**src/design/sltc_defs.svh**
```systemverilog
/*
  Constants of the serial link transmit control block: register
  indices, field positions, reset values, control codes.
  Assumes it is included by the design and bench files.
*/
`ifndef SLTC_DEFS_SVH
`define SLTC_DEFS_SVH
// Register indices; byte address is four times the index
`define SLTC_IDX_TEST   8'h2A
`define SLTC_IDX_OVR    8'h2B
`define SLTC_IDX_SCR    8'h2F
`define SLTC_IDX_OPF    8'h30
`define SLTC_IDX_FPM    8'h31
`define SLTC_IDX_STAT   8'h32
// Fields of the test and alignment register, and the scramble register bit
`define SLTC_B_LONG     5
`define SLTC_B_CODE     4
`define SLTC_B_REV      3
`define SLTC_B_LANE     2
`define SLTC_B_FRAME    1
`define SLTC_B_ILADIS   0
`define SLTC_B_SCR      7
// Reset value, fixed frames per multiframe, four-octet code
`define SLTC_RST_FPM    5'h08
`define SLTC_K_FIXED    5'h09
`define SLTC_OPF_40X    8'h03
// Codes
`define SLTC_SYNC_K     16'hBCBC
`define SLTC_SYNC_ALT   16'hBC50
`define SLTC_PAT_CLK    16'hAAAA
`define SLTC_PAT_ENC    16'hFF00
`define SLTC_K28_0      8'h1C
`define SLTC_K28_3      8'h7C
`define SLTC_K28_7      8'hFC
`define SLTC_ILA_MF     2'h3
`define SLTC_PRBS_SEED  15'h7FFF
`endif

```
**src/design/sltc_pkg.sv**
```systemverilog
/*
  Types of the serial link transmit control block.
  Assumes sltc_defs.svh is reachable by its bare name.
*/
package sltc_pkg;
  typedef enum logic [1:0] {
    ST_SYNC,
    ST_ILA,
    ST_DATA
  } sltc_state_t;

  // One lane word: two octets and their control-character flags
  typedef struct packed {
    logic [15:0] data;
    logic [1:0]  k;
  } sltc_lane_t;
endpackage

```
**src/design/sltc_buf.sv**
```systemverilog
/*
  Small FIFO with valid and ready on both sides.
  Assumes one clock and an active-low asynchronous reset.
*/
`timescale 1ns/100ps
module sltc_buf #(
  parameter int W     = 18,
  parameter int DEPTH = 2
) (
  // Clock and reset
  input  wire logic         clk,
  input  wire logic         rst_n,
  // Fill side
  input  wire logic         in_valid,
  input  wire logic [W-1:0] in_data,
  output logic              in_ready,
  // Drain side
  output logic              out_valid,
  output logic [W-1:0]      out_data,
  input  wire logic         out_ready
);
  localparam int AW = (DEPTH > 1) ? $clog2(DEPTH) : 1;
  logic [W-1:0] mem [DEPTH];
  logic [AW-1:0] wr_ptr;
  logic [AW-1:0] rd_ptr;
  logic [AW:0]   count;
  wire push = in_valid && in_ready;
  wire pop  = out_valid && out_ready;
  assign in_ready  = (count != (AW+1)'(DEPTH));
  assign out_valid = (count != '0);
  assign out_data  = mem[rd_ptr];

  always_ff @(posedge clk) begin
    if (push) begin
      mem[wr_ptr] <= in_data;
    end
  end

  always_ff @(posedge clk or negedge rst_n) begin
    if (!rst_n) begin
      wr_ptr <= '0;
      rd_ptr <= '0;
      count  <= '0;
    end else begin
      if (push) begin
        wr_ptr <= (wr_ptr == AW'(DEPTH-1)) ? '0 : wr_ptr + 1'b1;
      end
      if (pop) begin
        rd_ptr <= (rd_ptr == AW'(DEPTH-1)) ? '0 : rd_ptr + 1'b1;
      end
      count <= count + (AW+1)'(push) - (AW+1)'(pop);
    end
  end
endmodule

```
**src/design/sltc_prbs.sv**
```systemverilog
/*
  Pseudo-random 2^15-1 word source, sixteen bits per advance.
  Assumes one clock and an active-low asynchronous reset.
*/
`timescale 1ns/100ps
`include "sltc_defs.svh"
module sltc_prbs (
  // Clock and reset
  input  wire logic clk,
  input  wire logic rst_n,
  // Control and word
  input  wire logic adv,
  output logic [15:0] word
);
  logic [14:0] lfsr;

  function automatic logic [30:0] step16(input logic [14:0] s);
    logic [14:0] st;
    logic [15:0] w;
    st = s;
    w  = '0;
    for (int i = 15; i >= 0; i--) begin
      w[i] = st[14] ^ st[13];
      st   = {st[13:0], w[i]};
    end
    return {st, w};
  endfunction

  wire [30:0] nxt = step16(lfsr);
  assign word = nxt[15:0];

  always_ff @(posedge clk or negedge rst_n) begin
    if (!rst_n) begin
      lfsr <= `SLTC_PRBS_SEED;
    end else if (adv) begin
      lfsr <= nxt[30:16];
    end
  end
endmodule

```
**src/design/sltc_core.sv**
```systemverilog
/*
  Serial link transmit control: APB registers, sync code, initial
  alignment, test patterns, sample reversal, scrambling and alignment
  character insertion, feeding a two-entry output buffer.
  Assumes a zero-wait APB master, samples offered with valid/ready,
  and a lane consumer that may stall with lane_ready.
*/
`timescale 1ns/100ps
`include "sltc_defs.svh"
module sltc_core #(
  parameter int         SW    = 14,
  parameter logic [4:0] K_FIX = `SLTC_K_FIXED
) (
  // Clock and reset
  input  wire logic               clk,
  input  wire logic               rst_n,
  // APB slave
  input  wire logic               psel,
  input  wire logic               penable,
  input  wire logic               pwrite,
  input  wire logic [11:0]        paddr,
  input  wire logic [31:0]        pwdata,
  output logic [31:0]             prdata,
  output logic                    pready,
  output logic                    pslverr,
  // Link sync request from the receiver
  input  wire logic               sync_req_n,
  // Sample stream
  input  wire logic               sample_valid,
  input  wire logic [SW-1:0]      sample,
  output logic                    sample_ready,
  // Lane word stream
  output logic                    lane_valid,
  output sltc_pkg::sltc_lane_t    lane_out,
  input  wire logic               lane_ready
);
  import sltc_pkg::*;

  // Registers
  logic [7:0]  link_test_align_ctrl;
  logic [1:0]  frame_param_override;
  logic        scramble_ctrl;
  logic [7:0]  opf_reg;
  logic [4:0]  fpm_reg;

  // Sequencing state
  sltc_state_t state;
  sltc_state_t next_state;
  logic        word_idx;
  logic [4:0]  frame_cnt;
  logic [1:0]  mf_cnt;
  logic [14:0] scr_state;

  function automatic logic addr_hit(input logic [11:0] a,
                                    input logic [7:0] idx);
    return (a[9:2] == idx) && (a[1:0] == 2'b00) && (a[11:10] == 2'b00);
  endfunction

  function automatic logic [SW-1:0] bit_rev(input logic [SW-1:0] v);
    logic [SW-1:0] r;
    r = '0;
    for (int i = 0; i < SW; i++) begin
      r[i] = v[SW-1-i];
    end
    return r;
  endfunction

  function automatic logic [30:0] scramble(input logic [14:0] s,
                                           input logic [15:0] d);
    logic [14:0] st;
    logic [15:0] o;
    st = s;
    o  = '0;
    for (int i = 15; i >= 0; i--) begin
      o[i] = d[i] ^ st[14] ^ st[13];
      st   = {st[13:0], o[i]};
    end
    return {st, o};
  endfunction

  // Control fields
  wire [1:0] lane_test_pattern_sel = link_test_align_ctrl[7:6];
  wire long_test       = link_test_align_ctrl[`SLTC_B_LONG];
  wire sync_code_sel   = link_test_align_ctrl[`SLTC_B_CODE];
  wire data_rev        = link_test_align_ctrl[`SLTC_B_REV];
  wire lane_align      = link_test_align_ctrl[`SLTC_B_LANE];
  wire frame_align     = link_test_align_ctrl[`SLTC_B_FRAME];
  wire align_seq_disable = link_test_align_ctrl[`SLTC_B_ILADIS];
  wire scrambler_on    = scramble_ctrl;

  // Frame geometry
  wire [4:0] k_frames = frame_param_override[1] ? fpm_reg : K_FIX;
  wire four_oct = frame_param_override[0]
                  && (opf_reg == `SLTC_OPF_40X);
  wire [4:0] k_last   = (k_frames == 5'h00) ? 5'h00 : k_frames - 5'h01;
  wire last_word  = !four_oct || word_idx;
  wire last_frame = (frame_cnt >= k_last);
  wire mf_end     = last_word && last_frame;

  // APB decode
  wire hit_test = addr_hit(paddr, `SLTC_IDX_TEST);
  wire hit_ovr  = addr_hit(paddr, `SLTC_IDX_OVR);
  wire hit_scr  = addr_hit(paddr, `SLTC_IDX_SCR);
  wire hit_opf  = addr_hit(paddr, `SLTC_IDX_OPF);
  wire hit_fpm  = addr_hit(paddr, `SLTC_IDX_FPM);
  wire hit_stat = addr_hit(paddr, `SLTC_IDX_STAT);
  wire hit_any  = hit_test | hit_ovr | hit_scr | hit_opf | hit_fpm
                  | hit_stat;
  wire acc      = psel && penable;
  wire wr_en    = acc && pwrite;
  wire [7:0] stat_val = {(state == ST_SYNC), (state == ST_ILA),
                         (state == ST_DATA), frame_cnt};
  wire [7:0] rd_byte =
      hit_test ? link_test_align_ctrl :
      hit_ovr  ? {6'h00, frame_param_override} :
      hit_scr  ? {scramble_ctrl, 7'h00} :
      hit_opf  ? opf_reg :
      hit_fpm  ? {3'h0, fpm_reg} :
      hit_stat ? stat_val : 8'h00;
  assign pready  = 1'b1;
  assign pslverr = acc && !hit_any;
  assign prdata  = {24'h000000, rd_byte};

  // Word sources
  logic        buf_in_ready;
  logic [15:0] prbs_word;
  wire [SW-1:0] samp_ord = data_rev ? bit_rev(sample) : sample;
  wire [15:0] samp_word = 16'({samp_ord, {(16-SW){1'b0}}});
  wire [30:0] scr_res   = scramble(scr_state, samp_word);
  wire [15:0] lt_word   = {3'h0, frame_cnt, 7'h00, word_idx};
  wire use_samples = (state == ST_DATA) && (lane_test_pattern_sel == 2'b00)
                     && !long_test;
  wire [15:0] sync_word = sync_code_sel ? `SLTC_SYNC_ALT
                                        : `SLTC_SYNC_K;
  wire [1:0]  sync_k    = sync_code_sel ? 2'b10 : 2'b11;

  // Data-state payload
  wire [15:0] pay_word =
      (lane_test_pattern_sel == 2'b01) ? `SLTC_PAT_CLK :
      (lane_test_pattern_sel == 2'b10) ? `SLTC_PAT_ENC :
      (lane_test_pattern_sel == 2'b11) ? prbs_word :
      long_test    ? lt_word :
      scrambler_on ? scr_res[15:0] : samp_word;
  wire ins_lane  = lane_align && mf_end;
  wire ins_frame = frame_align && last_word && !ins_lane;
  wire [15:0] data_word =
      ins_lane  ? {pay_word[15:8], `SLTC_K28_3} :
      ins_frame ? {pay_word[15:8], `SLTC_K28_7} : pay_word;
  wire [1:0] data_k = {1'b0, ins_lane | ins_frame};

  // Initial alignment words: K28.0 opens, K28.3 closes a multiframe
  wire ila_first = (frame_cnt == 5'h00) && !word_idx;
  wire [15:0] ila_word =
      mf_end    ? {8'h00, `SLTC_K28_3} :
      ila_first ? {`SLTC_K28_0, 8'h00} : {3'h0, frame_cnt, 8'h00};
  wire [1:0] ila_k = mf_end ? 2'b01 : (ila_first ? 2'b10 : 2'b00);

  sltc_lane_t gen_word;
  assign gen_word.data = (state == ST_SYNC) ? sync_word :
                         (state == ST_ILA)  ? ila_word : data_word;
  assign gen_word.k    = (state == ST_SYNC) ? sync_k :
                         (state == ST_ILA)  ? ila_k : data_k;
  wire gen_valid = !use_samples || sample_valid;
  wire fire      = gen_valid && buf_in_ready;
  assign sample_ready = use_samples && buf_in_ready;

  // Sequence
  always_comb begin
    next_state = state;
    case (state)
      ST_SYNC: begin
        if (sync_req_n && fire) begin
          next_state = align_seq_disable ? ST_DATA : ST_ILA;
        end
      end
      ST_ILA: begin
        if (fire && mf_end && (mf_cnt == `SLTC_ILA_MF)) begin
          next_state = ST_DATA;
        end
      end
      ST_DATA: next_state = state;
      default: next_state = ST_SYNC;
    endcase
    if (!sync_req_n) begin
      next_state = ST_SYNC;
    end
  end

  always_ff @(posedge clk or negedge rst_n) begin
    if (!rst_n) begin
      state <= ST_SYNC;
    end else begin
      state <= next_state;
    end
  end

  // Frame and multiframe counters
  always_ff @(posedge clk or negedge rst_n) begin
    if (!rst_n) begin
      word_idx  <= 1'b0;
      frame_cnt <= 5'h00;
      mf_cnt    <= 2'h0;
    end else if (state == ST_SYNC || next_state != state) begin
      word_idx  <= 1'b0;
      frame_cnt <= 5'h00;
      mf_cnt    <= 2'h0;
    end else if (fire) begin
      word_idx  <= last_word ? 1'b0 : 1'b1;
      frame_cnt <= !last_word ? frame_cnt :
                   (last_frame ? 5'h00 : frame_cnt + 5'h01);
      mf_cnt    <= mf_end ? mf_cnt + 2'h1 : mf_cnt;
    end
  end

  // Scrambler state advances only on scrambled sample words
  always_ff @(posedge clk or negedge rst_n) begin
    if (!rst_n) begin
      scr_state <= 15'h0000;
    end else if (fire && use_samples && scrambler_on) begin
      scr_state <= scr_res[30:16];
    end
  end

  // Register writes; unused bits are dropped
  always_ff @(posedge clk or negedge rst_n) begin
    if (!rst_n) begin
      link_test_align_ctrl <= 8'h00;
      frame_param_override <= 2'h0;
      scramble_ctrl        <= 1'b0;
      opf_reg              <= 8'h00;
      fpm_reg              <= `SLTC_RST_FPM;
    end else if (wr_en) begin
      if (hit_test) link_test_align_ctrl <= pwdata[7:0];
      if (hit_ovr)  frame_param_override <= pwdata[1:0];
      if (hit_scr)  scramble_ctrl <= pwdata[`SLTC_B_SCR];
      if (hit_opf)  opf_reg <= pwdata[7:0];
      if (hit_fpm)  fpm_reg <= pwdata[4:0];
    end
  end

  sltc_prbs u_prbs (
    .clk   (clk),
    .rst_n (rst_n),
    .adv   (fire && state == ST_DATA && lane_test_pattern_sel == 2'b11),
    .word  (prbs_word)
  );

  sltc_buf #(
    .W     ($bits(sltc_lane_t)),
    .DEPTH (2)
  ) u_buf (
    .clk       (clk),
    .rst_n     (rst_n),
    .in_valid  (gen_valid),
    .in_data   (gen_word),
    .in_ready  (buf_in_ready),
    .out_valid (lane_valid),
    .out_data  (lane_out),
    .out_ready (lane_ready)
  );

  // Checks
  a_sync_code_word: assert property (
    @(posedge clk) disable iff (!rst_n)
    (state == ST_SYNC) && fire |->
      gen_word.data == (sync_code_sel ? 16'hBC50 : 16'hBCBC))
    else $error("sync code word wrong");

  a_pattern_fixed: assert property (
    @(posedge clk) disable iff (!rst_n)
    (state == ST_DATA) && fire && !ins_lane && !ins_frame
      && lane_test_pattern_sel[1] != lane_test_pattern_sel[0] |->
      gen_word.data == (lane_test_pattern_sel[0] ? 16'hAAAA : 16'hFF00))
    else $error("fixed test pattern wrong");

  a_sample_reverse: assert property (
    @(posedge clk) disable iff (!rst_n)
    use_samples && fire && !scrambler_on && !ins_lane && !ins_frame |->
      gen_word.data[15:16-SW] ==
        (data_rev ? bit_rev(sample) : sample))
    else $error("sample order wrong");

  a_lane_char: assert property (
    @(posedge clk) disable iff (!rst_n)
    (state == ST_DATA) && fire && lane_align && mf_end |->
      gen_word.data[7:0] == 8'h7C && gen_word.k[0])
    else $error("lane alignment char missing");

  a_frame_char: assert property (
    @(posedge clk) disable iff (!rst_n)
    (state == ST_DATA) && fire && frame_align && last_word
      && !(lane_align && last_frame) |->
      gen_word.data[7:0] == 8'hFC && gen_word.k[0])
    else $error("frame alignment char missing");

  a_ila_skip: assert property (
    @(posedge clk) disable iff (!rst_n)
    (state == ST_SYNC) && sync_req_n && fire |=>
      state == ($past(align_seq_disable) ? ST_DATA : ST_ILA))
    else $error("alignment sequence choice wrong");

  a_kframes_fixed: assert property (
    @(posedge clk) disable iff (!rst_n)
    !frame_param_override[1] |-> k_frames == 5'd9)
    else $error("fixed frames per multiframe wrong");

  a_octets_mode: assert property (
    @(posedge clk) disable iff (!rst_n)
    (state == ST_DATA) && fire && !word_idx && four_oct |=>
      word_idx || (state != ST_DATA))
    else $error("four-octet frame too short");

  a_resync_now: assert property (
    @(posedge clk) disable iff (!rst_n)
    !sync_req_n |=> state == ST_SYNC)
    else $error("sync request not honoured");

  a_kframes_prog: assert property (
    @(posedge clk) disable iff (!rst_n)
    frame_param_override[1] |-> k_frames == fpm_reg)
    else $error("programmed frames per multiframe ignored");

  a_octets_two: assert property (
    @(posedge clk) disable iff (!rst_n)
    (state == ST_DATA) && fire
      && (!frame_param_override[0] || opf_reg == 8'h00) |=>
      !word_idx || (state != ST_DATA))
    else $error("two-octet frame too long");

  a_ila_open: assert property (
    @(posedge clk) disable iff (!rst_n)
    (state == ST_ILA) && fire && ila_first && !mf_end |->
      gen_word.data[15:8] == 8'h1C && gen_word.k == 2'b10)
    else $error("multiframe start char missing");

  a_ila_close: assert property (
    @(posedge clk) disable iff (!rst_n)
    (state == ST_ILA) && fire && mf_end |->
      gen_word.data[7:0] == 8'h7C && gen_word.k == 2'b01)
    else $error("multiframe end char missing");

  a_sample_gate: assert property (
    @(posedge clk) disable iff (!rst_n)
    sample_ready |-> (state == ST_DATA) && !long_test
      && (lane_test_pattern_sel == 2'b00))
    else $error("sample taken outside data mode");

  a_lane_hold: assert property (
    @(posedge clk) disable iff (!rst_n)
    lane_valid && !lane_ready |=> lane_valid && $stable(lane_out))
    else $error("stalled lane word lost");
endmodule

```
**config.mk**
```make
export PLATFORM = sky130hd
export DESIGN_NAME = sltc_core
export DESIGN_NICKNAME = d
export VERILOG_FILES = /design/src/design/sltc_pkg.sv /design/src/design/sltc_buf.sv /design/src/design/sltc_prbs.sv /design/src/design/sltc_core.sv
export VERILOG_INCLUDE_DIRS = /design/src /design/src/design
export SDC_FILE = /design/constraint.sdc
export NUM_CORES = 1
export LEC_CHECK = 0
export BUFFER_PORTS_ARGS = -buffer_cell sky130_fd_sc_hd__buf_2
export CAP_MARGIN = 20
export CORE_MARGIN = 4
export CORE_UTILIZATION = 40
export CTS_BUF_LIST = sky130_fd_sc_hd__clkbuf_2 sky130_fd_sc_hd__clkbuf_4 sky130_fd_sc_hd__clkbuf_8
export DETAILED_ROUTE_END_ITERATION = 16
export SLEW_MARGIN = 25
export SYNTH_ARGS = -nofsm -noshare
export SYNTH_HDL_FRONTEND = slang
export SYNTH_SLANG_ARGS = --single-unit
```
**constraint.sdc**
```tcl
create_clock -name clk -period 3.8 [get_ports clk]
set_input_delay 0.57 -clock clk [delete_from_list [all_inputs] [get_ports clk]]
set_output_delay 0.57 -clock clk [all_outputs]
set_load 0.02 [all_outputs]
```
==> impl_metrics.json <==
{
  "viasPerCell": 5.28,
  "multi_input_area_um2": 3170,
  "hpwl_um": 11000,
  "peakVddDrop_v": 0.000237,
  "regArea_um2": 2800,
  "overflow": 0,
  "drc_errors": 0,
  "placed_area_um2": 6690,
  "drt_iter0_drc": 246,
  "antenna_found_initial": 0,
  "htreeDepth": 3,
  "netlist_instances": 600,
  "regMostFlops": "u_buf.mem",
  "initial_core_util_pct": 41.0,
  "coreArea_um2": 15300,
  "top_regs": "u_buf.mem: 36 flops, scr_state: 15 flops, u_prbs.lfsr: 15 flops",
  "ys_types": 63,
  "fin_total_pwr_mw": 3.08,
  "startpoint_type": "register",
  "cts_made_buffers": 9,
  "cp.required_ps": 4110,
  "ant_nets": 0,
  "grt_pass1_wl_um": 24100,
  "async_flop_share_pct": 65.4,
  "status": "finished clean",
  "syn_area_um2": 6250,
  "crit_type": "register to register",
  "power_density_nw_per_um2": 447,
  "vias": 4624,
  "setup_viol": 0,
  "synth_top_area_share_pct": 20.8,
  "drt_first_pass_iters": 5,
  "cts.repair.resized": 0,
  "placed_cells_incl_taps": 859,
  "holdWs_ps": 140,
  "finalHoldViolations": 0,
  "clk_pin_slew_ps": 100,
  "fill_cells": 1478,
  "cts_tree": "done",
  "cp-end-kind": "register",
  "synth_area_per_cell_um2": 10.4,
  "synth-main-ff-cell": "dfrtp_1",
  "drive_gt1_share_pct": 26.5,
  "synth_area_leaders": "dfrtp_1 (21%), edfxtp_1 (17%), mux2_2 (9.7%), dfstp_2 (6.7%), xor2_1 (6.2%)",
  "power_leakage_nw": 2.98,
  "rsz0062_at_grt": "no",
  "synth_top_area_cell": "dfrtp_1",
  "yosys_register_bits": 104,
  "fin_cells": 875,
  "rows": 45,
  "relSlewSlack_pct": 46.1,
  "fin_nets": 737,
  "finalCriticalPeriod_ps": 3280,
  "wl_per_cell_um": 17.0,
  "skew_ps": 7.59,
  "worstPathMaxFanout": 8,
  "setup_tns_ps": 0,
  "fin_crit_sh_pct": 86.3,
  "cts_buffer_depth": 2,
  "die_area_um2": 17700,
  "crit_arrival_ps": 3580,
  "clock-root-buffer": "clkbuf_8",
  "grt_max_degree": 47,
  "synth-edff-count": 36,
  "cts_setup_buffers": 0,
  "grt_pass1_vias": 4483,
  "clock.fmax_mhz": 305,
  "die_w_um": 133,
  "fin_area_um2": 6890,
  "synthToLayoutAreaGrowth_pct": 10.2,
  "ys_seq_area_share_pct": 44.8,
  "track_usage_pct": 17.1,
  "n_antenna_cell": 0,
  "synth_warnings": 0,
  "largest_reg_flops": 36,
  "routabilityCongestion": 0.913,
  "ios": 120,
  "cts_hold_buffers": 0,
  "routed_wl_um": 14800,
  "clock_latency_ps": 390,
  "worst_slew_pin_slew_ps": 809,
  "cts_sinks": 104,
  "yosys.cell_count.top_type": "nor2_1",
  "slew_viol_final": 0,
  "drv_cap": 0,
  "reg2reg_depth": 11,
  "hold_class": "input port to async pin",
  "port-buffer-count": 70,
  "die_h_um": 133,
  "synth_common_cells": "nor2_1 (55), mux2_2 (54), a21oi_1 (53)"
}
-- cell families after synthesis --
group	Yosys count	share of synthesized area, %
xor gates and xnor gates	67	9.39
muxes	70	12.3
other	2	0.120
buffers and inverters	65	5.92
and+or+nand+nor	166	13.5
adders and majority gates	12	2.40
DFF	104	44.8
AOI/OAI and AO/OA	114	11.5
-- worst paths after layout --
path                                                          start                                  end  slack (ps)
worst max-delay path            frame_param_override[1]$_DFFE_PN0P_             frame_cnt[2]$_DFFE_PN0P_         520
worst min-delay path                                          rst_n               fpm_reg[1]$_DFFE_PN0P_         140
worst max register to register  frame_param_override[1]$_DFFE_PN0P_             frame_cnt[2]$_DFFE_PN0P_         520
worst min register to register             u_buf.count[1]$_DFF_PN0_             u_buf.count[1]$_DFF_PN0_         500
max in group asynchronous                                     rst_n             u_buf.rd_ptr$_DFFE_PN0P_        2660
min in group clk                                          pwdata[5]  link_test_align_ctrl[5]$_DFFE_PN0P_         430
-- area by class of cell --
cell class | instances | area share, %
multi-input combinational | 454 | 46.0
sequential | 104 | 40.7
timing repair buffer | 77 | 5.85
tap | 211 | 3.83
clock buffer | 10 | 1.91
clock inverter | 6 | 0.999
inverter | 13 | 0.745
-- critical path: stages (launching register included) --
cell,delay (ps)
dfrtp_1,470
inv_1,120
nor2_1,210
ha_1,200
nand4b_1,160
and2_1,200
ha_1,260
nor2b_1,100
o21ai_0,160
a31oi_1,540
o221ai_1,480
a31oi_1,280
-- routing by layer --
layer | GRT usage [%] | vias up | routed length, um | share of wire, %
met4 | 5.31 | 0 | 287 | 1.9
li1 | - | 2196 | - | -
met3 | 3.73 | 21 | 954 | 6.4
met5 | 0 | - | 0 | 0
met2 | 25.4 | 169 | 6570 | 44
met1 | 24.9 | 2238 | 7020 | 47
-- layout by cell type (no fill, tap or decap), types with 7 or more instances in the layout --
master,Yosys,routed
mux2i_1,16,16
a21oi_1,53,53
nor2_1,55,55
dfrtp_1,52,52
xor2_1,44,44
clkbuf_8,0,9
mux2_2,54,54
nor3_1,11,10
edfxtp_1,36,36
ha_1,12,12
buf_4,26,7
nand3_1,18,18
o21ai_0,17,17
nand2_1,36,36
conb_1,2,25
buf_2,9,70
xnor2_1,23,23
dfstp_2,16,16
inv_1,12,12
-- power breakdown --
part / switching [mW] / total [mW] / internal (mW)
clock network: 0.397 / 0.713 / 0.315
registers: 0.0964 / 1.49 / 1.40
logic: 0.547 / 0.875 / 0.328
total: 1.04 / 3.08 / 2.04
-- per-stage QoR --
step | util (%) | worst slack, ps
finish | 45.2 | 521
global route | 45.2 | 221
CTS | 45.2 | 561
detailed placement | 43.8 | 581
global placement | 43.8 | 655
floorplan | - | 1140
(Power assumes the default switching activity.)
